<file path="src/design/xcc_consts.svh">
`ifndef XCC_CONSTS_SVH
`define XCC_CONSTS_SVH

`define XCC_OFF_MAKER_ID     12'h000
`define XCC_OFF_ERR_HDR      12'h100
`define XCC_OFF_VC_HDR       12'h140
`define XCC_OFF_VC_CAP1      12'h144
`define XCC_OFF_VC_CAP2      12'h148
`define XCC_OFF_VC_CTLSTS    12'h14c
`define XCC_OFF_CHANNEL_ZERO_RCAP 12'h150
`define XCC_OFF_CHANNEL_ZERO_RCTL 12'h154
`define XCC_OFF_CHANNEL_ZERO_RSTS 12'h158
`define XCC_OFF_VC1_RCAP     12'h15c
`define XCC_OFF_VC1_RCTL     12'h160
`define XCC_OFF_VC1_RSTS     12'h164
`define XCC_OFF_ARB_BASE     12'h180
`define XCC_OFF_ARB_LAST     12'h1bc
`define XCC_OFF_PWR_HDR      12'h20c
`define XCC_OFF_ACS_HDR      12'h220
`define XCC_OFF_ACS_CAPCTL   12'h224
`define XCC_OFF_EGRESS       12'h228
`define XCC_OFF_LTR_HDR      12'h230
`define XCC_OFF_LTR_LIMITS   12'h234

`define XCC_ID_ERR           16'h0001
`define XCC_ID_VC            16'h0002
`define XCC_ID_PWR           16'h0004
`define XCC_ID_ACS           16'h000d
`define XCC_ID_LTR           16'h0018
`define XCC_CAP_VERSION      4'h1
`define XCC_NEXT_END         12'h000

`define XCC_VC_EXT_COUNT     32'h00000001
`define XCC_VC_ARB_OFF       32'h03000000
`define XCC_CHANNEL_ZERO_RCAP_VAL 32'h04000000
`define XCC_VC1_RCAP_VAL     32'h06000000

`define XCC_VCCTL_MASK       32'h0000000e
`define XCC_RCTL_MASK        32'h870000ff
`define XCC_CHANNEL_ZERO_RCTL_RST 32'h800000ff
`define XCC_VC1_RCTL_RST     32'h00000000
`define XCC_ACSCTL_MASK      32'h007f0000
`define XCC_EGRESS_MASK      32'h000000ff
`define XCC_LTR_MASK         32'h1fff1fff
`define XCC_LTR_RST          32'h00000000

`define XCC_MAKER_ID_RST     16'h1b2c // Arbitrary value
`define XCC_DEVICE_ID        16'h0001 // Arbitrary value
`define XCC_ARB_WORDS        16

`endif

</file>
<file path="src/design/xcc_pkg.sv">
`include "xcc_consts.svh"
package xcc_pkg;
   typedef logic [11:0] xcc_addr_t;
   typedef logic [3:0]  xcc_arb_idx_t;

   typedef struct packed {
      logic [`XCC_ARB_WORDS-1:0][31:0] word;
   } xcc_tbl_state_t;

   typedef struct packed {
      logic [31:0] rdata;
      logic        ack;
      logic [15:0] maker_id;
      logic        strap_done;
      logic        acs_fitted;
      logic [31:0] vc_ctl;
      logic [31:0] channel_zero_rctl;
      logic [31:0] vc1_rctl;
      logic [31:0] acs_ctl;
      logic [31:0] egress;
      logic [31:0] ltr;
   } xcc_state_t;
endpackage

</file>
<file path="src/design/xcc_tbl_if.sv">
`timescale 1ns/1ps
interface xcc_tbl_if;
   logic [3:0]  idx;
   logic        wr;
   logic [31:0] wdata;
   logic [3:0]  be;
   logic [31:0] rdata;

   modport ctrl (output idx, output wr, output wdata, output be, input rdata);
   modport tbl  (input idx, input wr, input wdata, input be, output rdata);
endinterface

</file>
<file path="src/design/xcc_arb_table.sv">
`timescale 1ns/1ps
`include "xcc_consts.svh"
module xcc_arb_table (
   // Clock and reset
   input  wire logic clk_sys_i,
   input  wire logic resetn_i,
   // Table port
   xcc_tbl_if.tbl    tbl_io
);
   import xcc_pkg::*;

   xcc_tbl_state_t state_ff;
   xcc_tbl_state_t nxt_state;

   // 128 phases of 4 bits, 8 phases per dword
   always_comb begin
      nxt_state = state_ff;
      if (tbl_io.wr) begin
         for (int b = 0; b < 4; b++) begin
            if (tbl_io.be[b]) begin
               nxt_state.word[tbl_io.idx][b*8 +: 8] = tbl_io.wdata[b*8 +: 8];
            end
         end
      end
   end

   assign tbl_io.rdata = state_ff.word[tbl_io.idx];

   always_ff @(posedge clk_sys_i or negedge resetn_i) begin
      if (!resetn_i) begin
         state_ff <= '0;
      end else begin
         state_ff <= nxt_state;
      end
   end
endmodule

</file>
<file path="src/design/xcc_ext_config.sv">
`timescale 1ns/1ps
`include "xcc_consts.svh"
module xcc_ext_config (
   // Clock and reset
   input  wire logic              clk_sys_i,
   input  wire logic              resetn_i,
   // Strap: access control capability fitted
   input  wire logic              acs_present_i,
   // Configuration access
   input  wire logic              cfg_req_i,
   input  wire logic              cfg_we_i,
   input  wire xcc_pkg::xcc_addr_t cfg_addr_i,
   input  wire logic [3:0]        cfg_be_i,
   input  wire logic [31:0]       cfg_wdata_i,
   output logic [31:0]            cfg_rdata_o,
   output logic                   cfg_ack_o,
   // Identifier load from SMBus or EEPROM
   input  wire logic              id_load_i,
   input  wire logic [15:0]       id_load_data_i
);
   import xcc_pkg::*;

   xcc_state_t state_ff;
   xcc_state_t nxt_state;
   xcc_tbl_if  tbl_bus ();

   function automatic logic hit(input xcc_addr_t a, input logic [11:0] off);
      hit = (a[11:2] == off[11:2]);
   endfunction

   function automatic logic [31:0] hdr(input logic [11:0] nxt, input logic [15:0] id);
      hdr = {nxt, `XCC_CAP_VERSION, id};
   endfunction

   function automatic logic [31:0] lane_mask(input logic [3:0] be);
      lane_mask = {{8{be[3]}}, {8{be[2]}}, {8{be[1]}}, {8{be[0]}}};
   endfunction

   function automatic logic [31:0] merge(input logic [31:0] old, input logic [31:0] wd,
                                         input logic [3:0] be, input logic [31:0] mask);
      logic [31:0] bmask;
      bmask = lane_mask(be) & mask;
      merge = (old & ~bmask) | (wd & bmask);
   endfunction

   function automatic xcc_addr_t dw_addr(input xcc_addr_t a);
      dw_addr = {a[11:2], 2'b00};
   endfunction

   function automatic logic is_arb(input xcc_addr_t a);
      is_arb = (a >= `XCC_OFF_ARB_BASE) && (a <= `XCC_OFF_ARB_LAST);
   endfunction

   function automatic logic [11:0] pwr_next_ptr(input logic fitted);
      pwr_next_ptr = fitted ? `XCC_OFF_ACS_HDR : `XCC_OFF_LTR_HDR;
   endfunction

   function automatic logic [31:0] acs_hdr_word(input logic fitted);
      acs_hdr_word = fitted ? hdr(`XCC_NEXT_END, `XCC_ID_ACS) : 32'h0000_0000;
   endfunction

   // Decode and strobe signals
   logic        arb_hit;
   logic        rd_en;
   logic        wr_en;
   xcc_addr_t   addr_dw;
   logic [31:0] rd_val;
   logic        fx_hit;
   logic [31:0] fx_val;
   logic [31:0] st_val;
   logic        we_vc_ctl;
   logic        we_ch_zero_rctl;
   logic        we_vc1_rctl;
   logic        we_acs_ctl;
   logic        we_egress;
   logic        we_ltr;

   // Dword-aligned access address
   assign addr_dw = dw_addr(cfg_addr_i);
   assign rd_en   = cfg_req_i && !cfg_we_i;
   assign wr_en   = cfg_req_i && cfg_we_i;

   // Arbitration table window
   assign arb_hit = is_arb(addr_dw);

   // Arbitration table port
   assign tbl_bus.idx   = cfg_addr_i[5:2];
   assign tbl_bus.wr    = wr_en && arb_hit;
   assign tbl_bus.wdata = cfg_wdata_i;
   assign tbl_bus.be    = cfg_be_i;

   xcc_arb_table u_arb_table (
      .clk_sys_i (clk_sys_i),
      .resetn_i  (resetn_i),
      .tbl_io    (tbl_bus.tbl)
   );

   // Map of the extended space
   // 000h maker identifier, read-only
   // 100h error report header, first extended capability
   // 140h channel header
   // 144h-148h port channel capabilities
   // 14Ch port channel control and status
   // 150h-158h channel zero resource set
   // 15Ch-164h channel one resource set
   // 180h-1BCh channel zero arbitration table
   // 20Ch power budget header
   // 220h-228h access control, when fitted
   // 230h latency report header
   // 234h latency limits
   // Anything else reads zero

   // Fixed header and capability words
   always_comb begin
      fx_hit = 1'b1;
      fx_val = 32'h0000_0000;
      case (addr_dw)
         `XCC_OFF_ERR_HDR: begin
            fx_val = hdr(`XCC_OFF_VC_HDR, `XCC_ID_ERR);
         end
         `XCC_OFF_VC_HDR: begin
            fx_val = hdr(`XCC_OFF_PWR_HDR, `XCC_ID_VC);
         end
         `XCC_OFF_VC_CAP1: begin
            fx_val = `XCC_VC_EXT_COUNT;
         end
         `XCC_OFF_VC_CAP2: begin
            fx_val = `XCC_VC_ARB_OFF;
         end
         `XCC_OFF_CHANNEL_ZERO_RCAP: begin
            fx_val = `XCC_CHANNEL_ZERO_RCAP_VAL;
         end
         `XCC_OFF_VC1_RCAP: begin
            fx_val = `XCC_VC1_RCAP_VAL;
         end
         `XCC_OFF_PWR_HDR: begin
            fx_val = hdr(pwr_next_ptr(state_ff.acs_fitted), `XCC_ID_PWR);
         end
         `XCC_OFF_ACS_HDR: begin
            fx_val = acs_hdr_word(state_ff.acs_fitted);
         end
         `XCC_OFF_LTR_HDR: begin
            fx_val = hdr(`XCC_NEXT_END, `XCC_ID_LTR);
         end
         default: begin
            fx_hit = 1'b0;
         end
      endcase
   end

   // Register-held words
   always_comb begin
      st_val = 32'h0000_0000;
      case (addr_dw)
         `XCC_OFF_MAKER_ID: begin
            st_val = {`XCC_DEVICE_ID, state_ff.maker_id};
         end
         `XCC_OFF_VC_CTLSTS: begin
            st_val = state_ff.vc_ctl;
         end
         `XCC_OFF_CHANNEL_ZERO_RCTL: begin
            st_val = state_ff.channel_zero_rctl;
         end
         `XCC_OFF_CHANNEL_ZERO_RSTS: begin
            st_val = 32'h0000_0000;
         end
         `XCC_OFF_VC1_RCTL: begin
            st_val = state_ff.vc1_rctl;
         end
         `XCC_OFF_VC1_RSTS: begin
            st_val = 32'h0000_0000;
         end
         `XCC_OFF_ACS_CAPCTL: begin
            st_val = state_ff.acs_ctl;
         end
         `XCC_OFF_EGRESS: begin
            st_val = state_ff.egress;
         end
         `XCC_OFF_LTR_LIMITS: begin
            st_val = state_ff.ltr;
         end
         default: begin
            st_val = 32'h0000_0000;
         end
      endcase
   end

   // Read word select
   always_comb begin
      if (arb_hit) begin
         rd_val = tbl_bus.rdata;
      end else if (fx_hit) begin
         rd_val = fx_val;
      end else begin
         rd_val = st_val;
      end
   end

   // Write strobe decode
   always_comb begin
      we_vc_ctl       = 1'b0;
      we_ch_zero_rctl = 1'b0;
      we_vc1_rctl     = 1'b0;
      we_acs_ctl      = 1'b0;
      we_egress       = 1'b0;
      we_ltr          = 1'b0;
      if (wr_en) begin
         case (addr_dw)
            `XCC_OFF_MAKER_ID: begin
               // Config writes never reach the identifier
            end
            `XCC_OFF_VC_CTLSTS: begin
               we_vc_ctl = 1'b1;
            end
            `XCC_OFF_CHANNEL_ZERO_RCTL: begin
               we_ch_zero_rctl = 1'b1;
            end
            `XCC_OFF_VC1_RCTL: begin
               we_vc1_rctl = 1'b1;
            end
            `XCC_OFF_ACS_CAPCTL: begin
               if (state_ff.acs_fitted) begin
                  we_acs_ctl = 1'b1;
               end
            end
            `XCC_OFF_EGRESS: begin
               if (state_ff.acs_fitted) begin
                  we_egress = 1'b1;
               end
            end
            `XCC_OFF_LTR_LIMITS: begin
               we_ltr = 1'b1;
            end
            default: begin
               // Read-only and unmapped offsets drop writes
            end
         endcase
      end
   end

   // Next state
   always_comb begin
      nxt_state     = state_ff;
      // Every request answered one cycle later
      nxt_state.ack = cfg_req_i;
      // Read data holds until the next read
      if (rd_en) begin
         nxt_state.rdata = rd_val;
      end
      // Strap captured once after reset
      if (!state_ff.strap_done) begin
         nxt_state.strap_done = 1'b1;
         nxt_state.acs_fitted = acs_present_i;
      end
      // Identifier load path
      if (id_load_i) begin
         nxt_state.maker_id = id_load_data_i;
      end
      // Writable control fields
      if (we_vc_ctl) begin
         nxt_state.vc_ctl = merge(state_ff.vc_ctl, cfg_wdata_i, cfg_be_i, `XCC_VCCTL_MASK);
      end
      if (we_ch_zero_rctl) begin
         nxt_state.channel_zero_rctl = merge(state_ff.channel_zero_rctl, cfg_wdata_i, cfg_be_i, `XCC_RCTL_MASK);
      end
      if (we_vc1_rctl) begin
         nxt_state.vc1_rctl = merge(state_ff.vc1_rctl, cfg_wdata_i, cfg_be_i, `XCC_RCTL_MASK);
      end
      if (we_acs_ctl) begin
         nxt_state.acs_ctl = merge(state_ff.acs_ctl, cfg_wdata_i, cfg_be_i, `XCC_ACSCTL_MASK);
      end
      if (we_egress) begin
         nxt_state.egress = merge(state_ff.egress, cfg_wdata_i, cfg_be_i, `XCC_EGRESS_MASK);
      end
      if (we_ltr) begin
         nxt_state.ltr = merge(state_ff.ltr, cfg_wdata_i, cfg_be_i, `XCC_LTR_MASK);
      end
   end

   always_ff @(posedge clk_sys_i or negedge resetn_i) begin
      if (!resetn_i) begin
         // Defaults while reset is low
         state_ff.rdata             <= 32'h0000_0000;
         state_ff.ack               <= 1'b0;
         state_ff.maker_id          <= `XCC_MAKER_ID_RST;
         state_ff.strap_done        <= 1'b0;
         state_ff.acs_fitted        <= 1'b0;
         state_ff.vc_ctl            <= 32'h0000_0000;
         state_ff.channel_zero_rctl <= `XCC_CHANNEL_ZERO_RCTL_RST;
         state_ff.vc1_rctl          <= `XCC_VC1_RCTL_RST;
         state_ff.acs_ctl           <= 32'h0000_0000;
         state_ff.egress            <= 32'h0000_0000;
         state_ff.ltr               <= `XCC_LTR_RST;
      end else begin
         state_ff <= nxt_state;
      end
   end

   // Outputs straight from flops
   assign cfg_rdata_o = state_ff.rdata;
   assign cfg_ack_o   = state_ff.ack;
endmodule

</file>
<file path="config.mk">
export PLATFORM = sky130hd
export DESIGN_NAME = xcc_ext_config
export DESIGN_NICKNAME = d
export VERILOG_FILES = /design/src/design/xcc_pkg.sv /design/src/design/xcc_tbl_if.sv /design/src/design/xcc_arb_table.sv /design/src/design/xcc_ext_config.sv
export VERILOG_INCLUDE_DIRS = /design/src /design/src/design
export SDC_FILE = /design/constraint.sdc
export NUM_CORES = 1
export LEC_CHECK = 0
export ABC_AREA = 1
export BUFFER_PORTS_ARGS = -buffer_cell sky130_fd_sc_hd__buf_4
export CAP_MARGIN = 30
export CELL_PAD_IN_SITES_DETAIL_PLACEMENT = 1
export CELL_PAD_IN_SITES_GLOBAL_PLACEMENT = 1
export CORE_ASPECT_RATIO = 0.6
export CORE_MARGIN = 4
export CORE_UTILIZATION = 48
export DETAILED_ROUTE_END_ITERATION = 10
export HOLD_SLACK_MARGIN = 0.03
export PLACE_DENSITY = 0.81
export SYNTH_ARGS = -nofsm -noshare
export SYNTH_HDL_FRONTEND = slang
export SYNTH_SLANG_ARGS = --single-unit
</file>
<file path="constraint.sdc">
create_clock -name clk_sys_i -period 2.1 [get_ports clk_sys_i]
set_input_delay 0.105 -clock clk_sys_i [delete_from_list [all_inputs] [get_ports clk_sys_i]]
set_output_delay 0.105 -clock clk_sys_i [all_outputs]
set_load 0.02 [all_outputs]
</file>
; After elaboration in Yosys (flattened, before gate mapping)
; Index checks and enable logic that the tools add are counted.
[totals]
regBits = 755
inputBits = 70
wordCells = 117
[op_classes]
n_lt_le_gt_ge = 4
n_eq_ne = 15
muxes = 41
bitwise = 22
n_reduce_logical = 8
[ops]
columns = cell, count
row1 = $mux 512, 7
row2 = $bwmux 512, 4
row3 = $demux 32 s4, 4
row4 = $pmux 30 s9, 1
row5 = $and 32x32->32, 7
row6 = $pmux 32 s7, 1
row7 = $or 32x32->32, 6
row8 = $bmux 32 s4, 1
row9 = $mux 32, 4
row10 = $eq 10x7->1 const B, 9
row11 = $eq 10x8->1 const B, 6
row12 = $and 32x23->32, 1
row13 = $and 32x29->32, 1
row14 = $and 32x4->32, 1
row15 = $and 32x8->32, 1
row16 = $not 23->32, 1
row17 = $not 29->32, 1
row18 = $not 32->32, 1
row19 = $not 4->32, 1
row20 = $not 8->32, 1
row21 = $mux 24, 1
row22 = $mux 17, 1
row23 = $mux 16, 1
row24 = $mux 1, 14
row25 = 10 further kinds, 14

; Depth between registers and ports, before layout
[logic_depth]
ltp_word = 15
mapped_depth = 13
ltp_nobuf = 11

; Modules after synthesis
; A second synthesis with hierarchy kept.
[unflattened]
cells_unflattened = 4032
hier_area_um2 = 30276.5
[modules_own_cells]
columns = mod, instances, cells_per_inst, area_each_um2, seq_area_each_um2
row1 = xcc_arb_table, 1, 3309, 24405.9, 12812.3
row2 = xcc_ext_config, 1, 723, 5870.6, 2997.9

; Worst setup path before layout
; Ideal clock, no wire load.
[synth_timing]
path_kind = input to register
from = input port cfg_addr_i[11]
to = register u_arb_table.state_ff[503] (netlist name)
arrival_time_ps = 1389
required_ps = 1968
slack_ps = 580
path_stages = 12
cell_sequence = nor2_2 > nand2_1 > inv_2 > nand3_4 > inv_6 > nand2_8 > nor2_8 > buf_12 > nand2_4 > buf_6 > nand2_1 > o21ai_2
[synth_via]
elab_chain_cells = 3
elab_cells_between_ends = 4
cone_classes = order compare (2) / reduce/logical (2)
[synth_lines]
columns = item, line_no
row1 = "start, declared", xcc_ext_config.sv:12  ; input wire xcc_pkg::xcc_addr_t cfg_addr_i,
row2 = $ge 12x9->1 (no source line) or $le 12x9->1 (tied branches), -
row3 = $logic_and 1x1->1 *, xcc_ext_config.sv:51  ; is_arb = (a >= `XCC_OFF_ARB_BASE) && (a <= `XCC_OFF_ARB_LAST);
row4 = $logic_and 1x1->1 *, xcc_ext_config.sv:88  ; assign tbl_bus.wr = wr_en && arb_hit;
row5 = "end signal, assigned", xcc_arb_table.sv:33  ; state_ff <= nxt_state;
row6 = "end, declared", xcc_arb_table.sv:12  ; xcc_tbl_state_t state_ff;
; Every way passes the cells marked *; elsewhere a longest branch is shown, timed or not.
; A chain may end at the register's enable or synchronous reset.

==> flow_metrics.py <==
metrics = {
    "layout": {
        "fin_util_pct": 56.23,
        "syn2layout_area_growth_pct": 15.39,
        "final_cell_mix": "nand2_1 (1637), dfrtp_1 (615), o21ai_0 (340)",
        "layout-drive-gt1-share_pct": 13.28,
        "final_common_cell": "nand2_1",
        "seq_area_mm2": 0.01581,
        "final_cells": 4487,
        "final_area_mm2": 0.03340,
        "fillers": 7058,
        "nNetsFinal": 3727,
        "multi_input_area_mm2": 0.01149,
    },
    "timing": {
        "tns_ps": 0,
        "skew_ps": 24.64,
        "finalHoldViolCount": 0,
        "worstMarginPinSlew_ps": 972.6,
        "setup_viol": 0,
        "period_share_pct": 88.46,
        "rsz0062_at_grt": "no",
        "finalCriticalPeriod_ps": 1858,
        "max_slew_margin_pct": 35.09,
        "slew_viol_final": 0,
        "fmax_mhz": 538.3,
    },
    "logic_synthesis": {
        "synth_area_mm2": 0.02895,
        "synthMuxAreaShare_pct": 0.3112,
        "synth_top_flop_cell": "dfrtp_1",
        "synthCells": 3522,
        "synth-seq-cells": 631,
        "synth_adder_area_share_pct": 0,
        "synth_xor_area_share_pct": 0,
        "synth-compound-area-share_pct": 11.96,
        "synth-edff-count": 0,
        "yosys_warnings": 0,
        "postSynthAreaPerCell_um2": 8.219,
        "synthArstFlopShare_pct": 100.0,
        "yosysSeqAreaShare_pct": 54.62,
        "synth_cell_types": 37,
        "synthSimpleGateAreaFrac_pct": 27.36,
        "synth_top_family_by_area": "simple AND/OR/NAND/NOR gates",
        "syn_nets": 3592,
    },
    "cts": {
        "clk_pin_slew_worst_paths_ps": 70,
        "cts_max_level": 2,
        "cts_buffers": 58,
        "cts_root_buf": "clkbuf_16",
        "cts_resized": 0,
        "cts_tree": "built",
        "clockBufferDepth": 3,
        "clkLatencyLatePin_ps": 660,
        "clock-sinks": 631,
    },
    "floorplanning": {
        "die_w_um": 325.0,
        "die_h_um": 198.2,
        "core_area_mm2": 0.05940,
        "die-area_mm2": 0.06443,
        "start_util_pct": 48.73,
        "io_pins": 103,
        "std_cell_rows": 69,
    },
    "job": {
        "maxCapViolations": 0,
    },
    "worst_setup_path": {
        "crit_fanout": 11,
        "critPathKind": "input port to register",
        "critPathCaptureType": "register",
        "startpoint_type": "input port",
        "cp.arrival_ps": 2400,
        "required_ps": 2650,
    },
    "power_and_ir_drop": {
        "power.leakage_nw": 16.36,
        "vdd_drop_max_mv": 0.6381,
        "p_per_area_mw_per_mm2": 746.4,
        "power_w": 0.02493,
    },
    "global_routing": {
        "grt_usage_pct": 32.75,
        "grt_first_pass_wirelength_mm": 163.1,
        "overflow": 0,
        "grt_max_degree": 79,
        "antenna_found_initial": 4,
        "grt_pass1_vias": 27200,
    },
    "drt": {
        "drc": 0,
        "wirelength_mm": 104.7,
        "drt-initial-drc-count": 2573,
        "dr.pass1.iters": 6,
        "avgViaCountPerCell": 5.840,
        "vias": 26200,
        "ant_nets": 0,
        "wl_per_cell_um": 23.33,
    },
    "placement": {
        "gp_congestion": 0.9095,
        "dpl_cell_area_mm2": 0.03081,
        "place_hpwl_mm": 69.81,
        "dp_cells": 4314,
        "io_buffers": 100,
    },
    "status": {
        "run_status": "complete, no violations",
    },
    "worst_hold_path": {
        "hold_class": "input port to register",
    },
}
## worst max-delay path, cell delays in order
cell and delay, ps:
buf_4 220, inv_2 130, nor2_4 270, nand2_1 260, nor2_4 320, buf_12 170, nand3_2 190, nand2_1 110
o21ai_1 60, dlygate4sd3_1 560
## where the power goes
part / internal [W] / leakage (nW) / switching (W)
combinational: 0.000439 / 6.67 / 0.00114
clock: 0.00614 / 0.962 / 0.00491
sequential: 0.0122 / 8.73 / 0.0000525
total: 0.0188 / 16.4 / 0.00610
## path summary, 6_finish.rpt
path	endpoint	slack, ps	start	cells past startpoint
worst max-delay path	register	240	cfg_addr_i[2]	10
worst min-delay path	u_arb_table.state_ff[430]	70	cfg_wdata_i[14]	3
worst max register to register	cfg_rdata_o[1]	400	u_arb_table.state_ff[481]	10
worst min register to register	state_ff[192]	460	state_ff[193]	1
max in group asynchronous	u_arb_table.state_ff[153]	350	resetn_i	4
min in group asynchronous	u_arb_table.state_ff[451]	550	resetn_i	3
## cell usage after synthesis (all sizes together) (3+ instances only)
| master | number | area (um2) |
|---|---|---|
| nor2 | 84 | 441.7 |
| nand4 | 75 | 469.2 |
| nand3 | 77 | 412.9 |
| clkbuf | 108 | 405.4 |
| or2 | 3 | 18.77 |
| mux2 | 8 | 90.09 |
| dfrtp | 615 | 15390 |
| buf | 125 | 934.6 |
| inv | 84 | 320.3 |
| a22oi | 6 | 45.04 |
| o22ai | 6 | 37.54 |
| nand2 | 1673 | 6534 |
| dfstp | 16 | 420.4 |
| nand3b | 3 | 22.52 |
| o21ai | 625 | 3323 |
| a21oi | 7 | 35.03 |
## repair_timing
| item | in CTS | in global routing |
|---|---|---|
| buffers inserted | 0 | 0 |
| hold endpoints to repair | 865 | 0 |
| hold buffers | 64 | 0 |
| endpoints found under the setup margin | 0 | 0 |
## final cells by class
class / count / area share [%]
sequential: 631 / 47.33
multi-input combinational: 2574 / 34.40
timing repair buffer: 308 / 8.548
clock buffer: 88 / 5.162
tap: 781 / 2.926
inverter: 84 / 0.9627
clock inverter: 19 / 0.6481
antenna: 2 / 0.01498
## kinds of logic (layout without fill, tap and decap cells)
family                 count (synthesis)  in the layout
AOI/OAI and AO/OA                    647            647
DFF                                  631            631
muxes                                  8              8
other                                  1              3
buffers and inverters                317            499
and+or+nand+nor                     1918           1918
## metal layers
metal | part of all wire (%) | GRT usage [%] | up-vias
met5 | 0.043 | 0 | -
li1 | - | - | 11570
met1 | 45 | 47.16 | 13400
met3 | 10 | 9.527 | 154
met4 | 2.0 | 7.355 | 6
met2 | 43 | 49.47 | 1070
## per-stage QoR
stage          hold WS (ps)  worst slack (ps)
2_1_floorplan        -190.6             579.6
3_3_place_gp          89.74             102.6
3_5_place_dp          91.33            -59.10
4_1_cts               39.07             292.1
5_1_grt               104.3             173.9
6_report              69.11             242.3
Power figures use the tool's default switching activity.
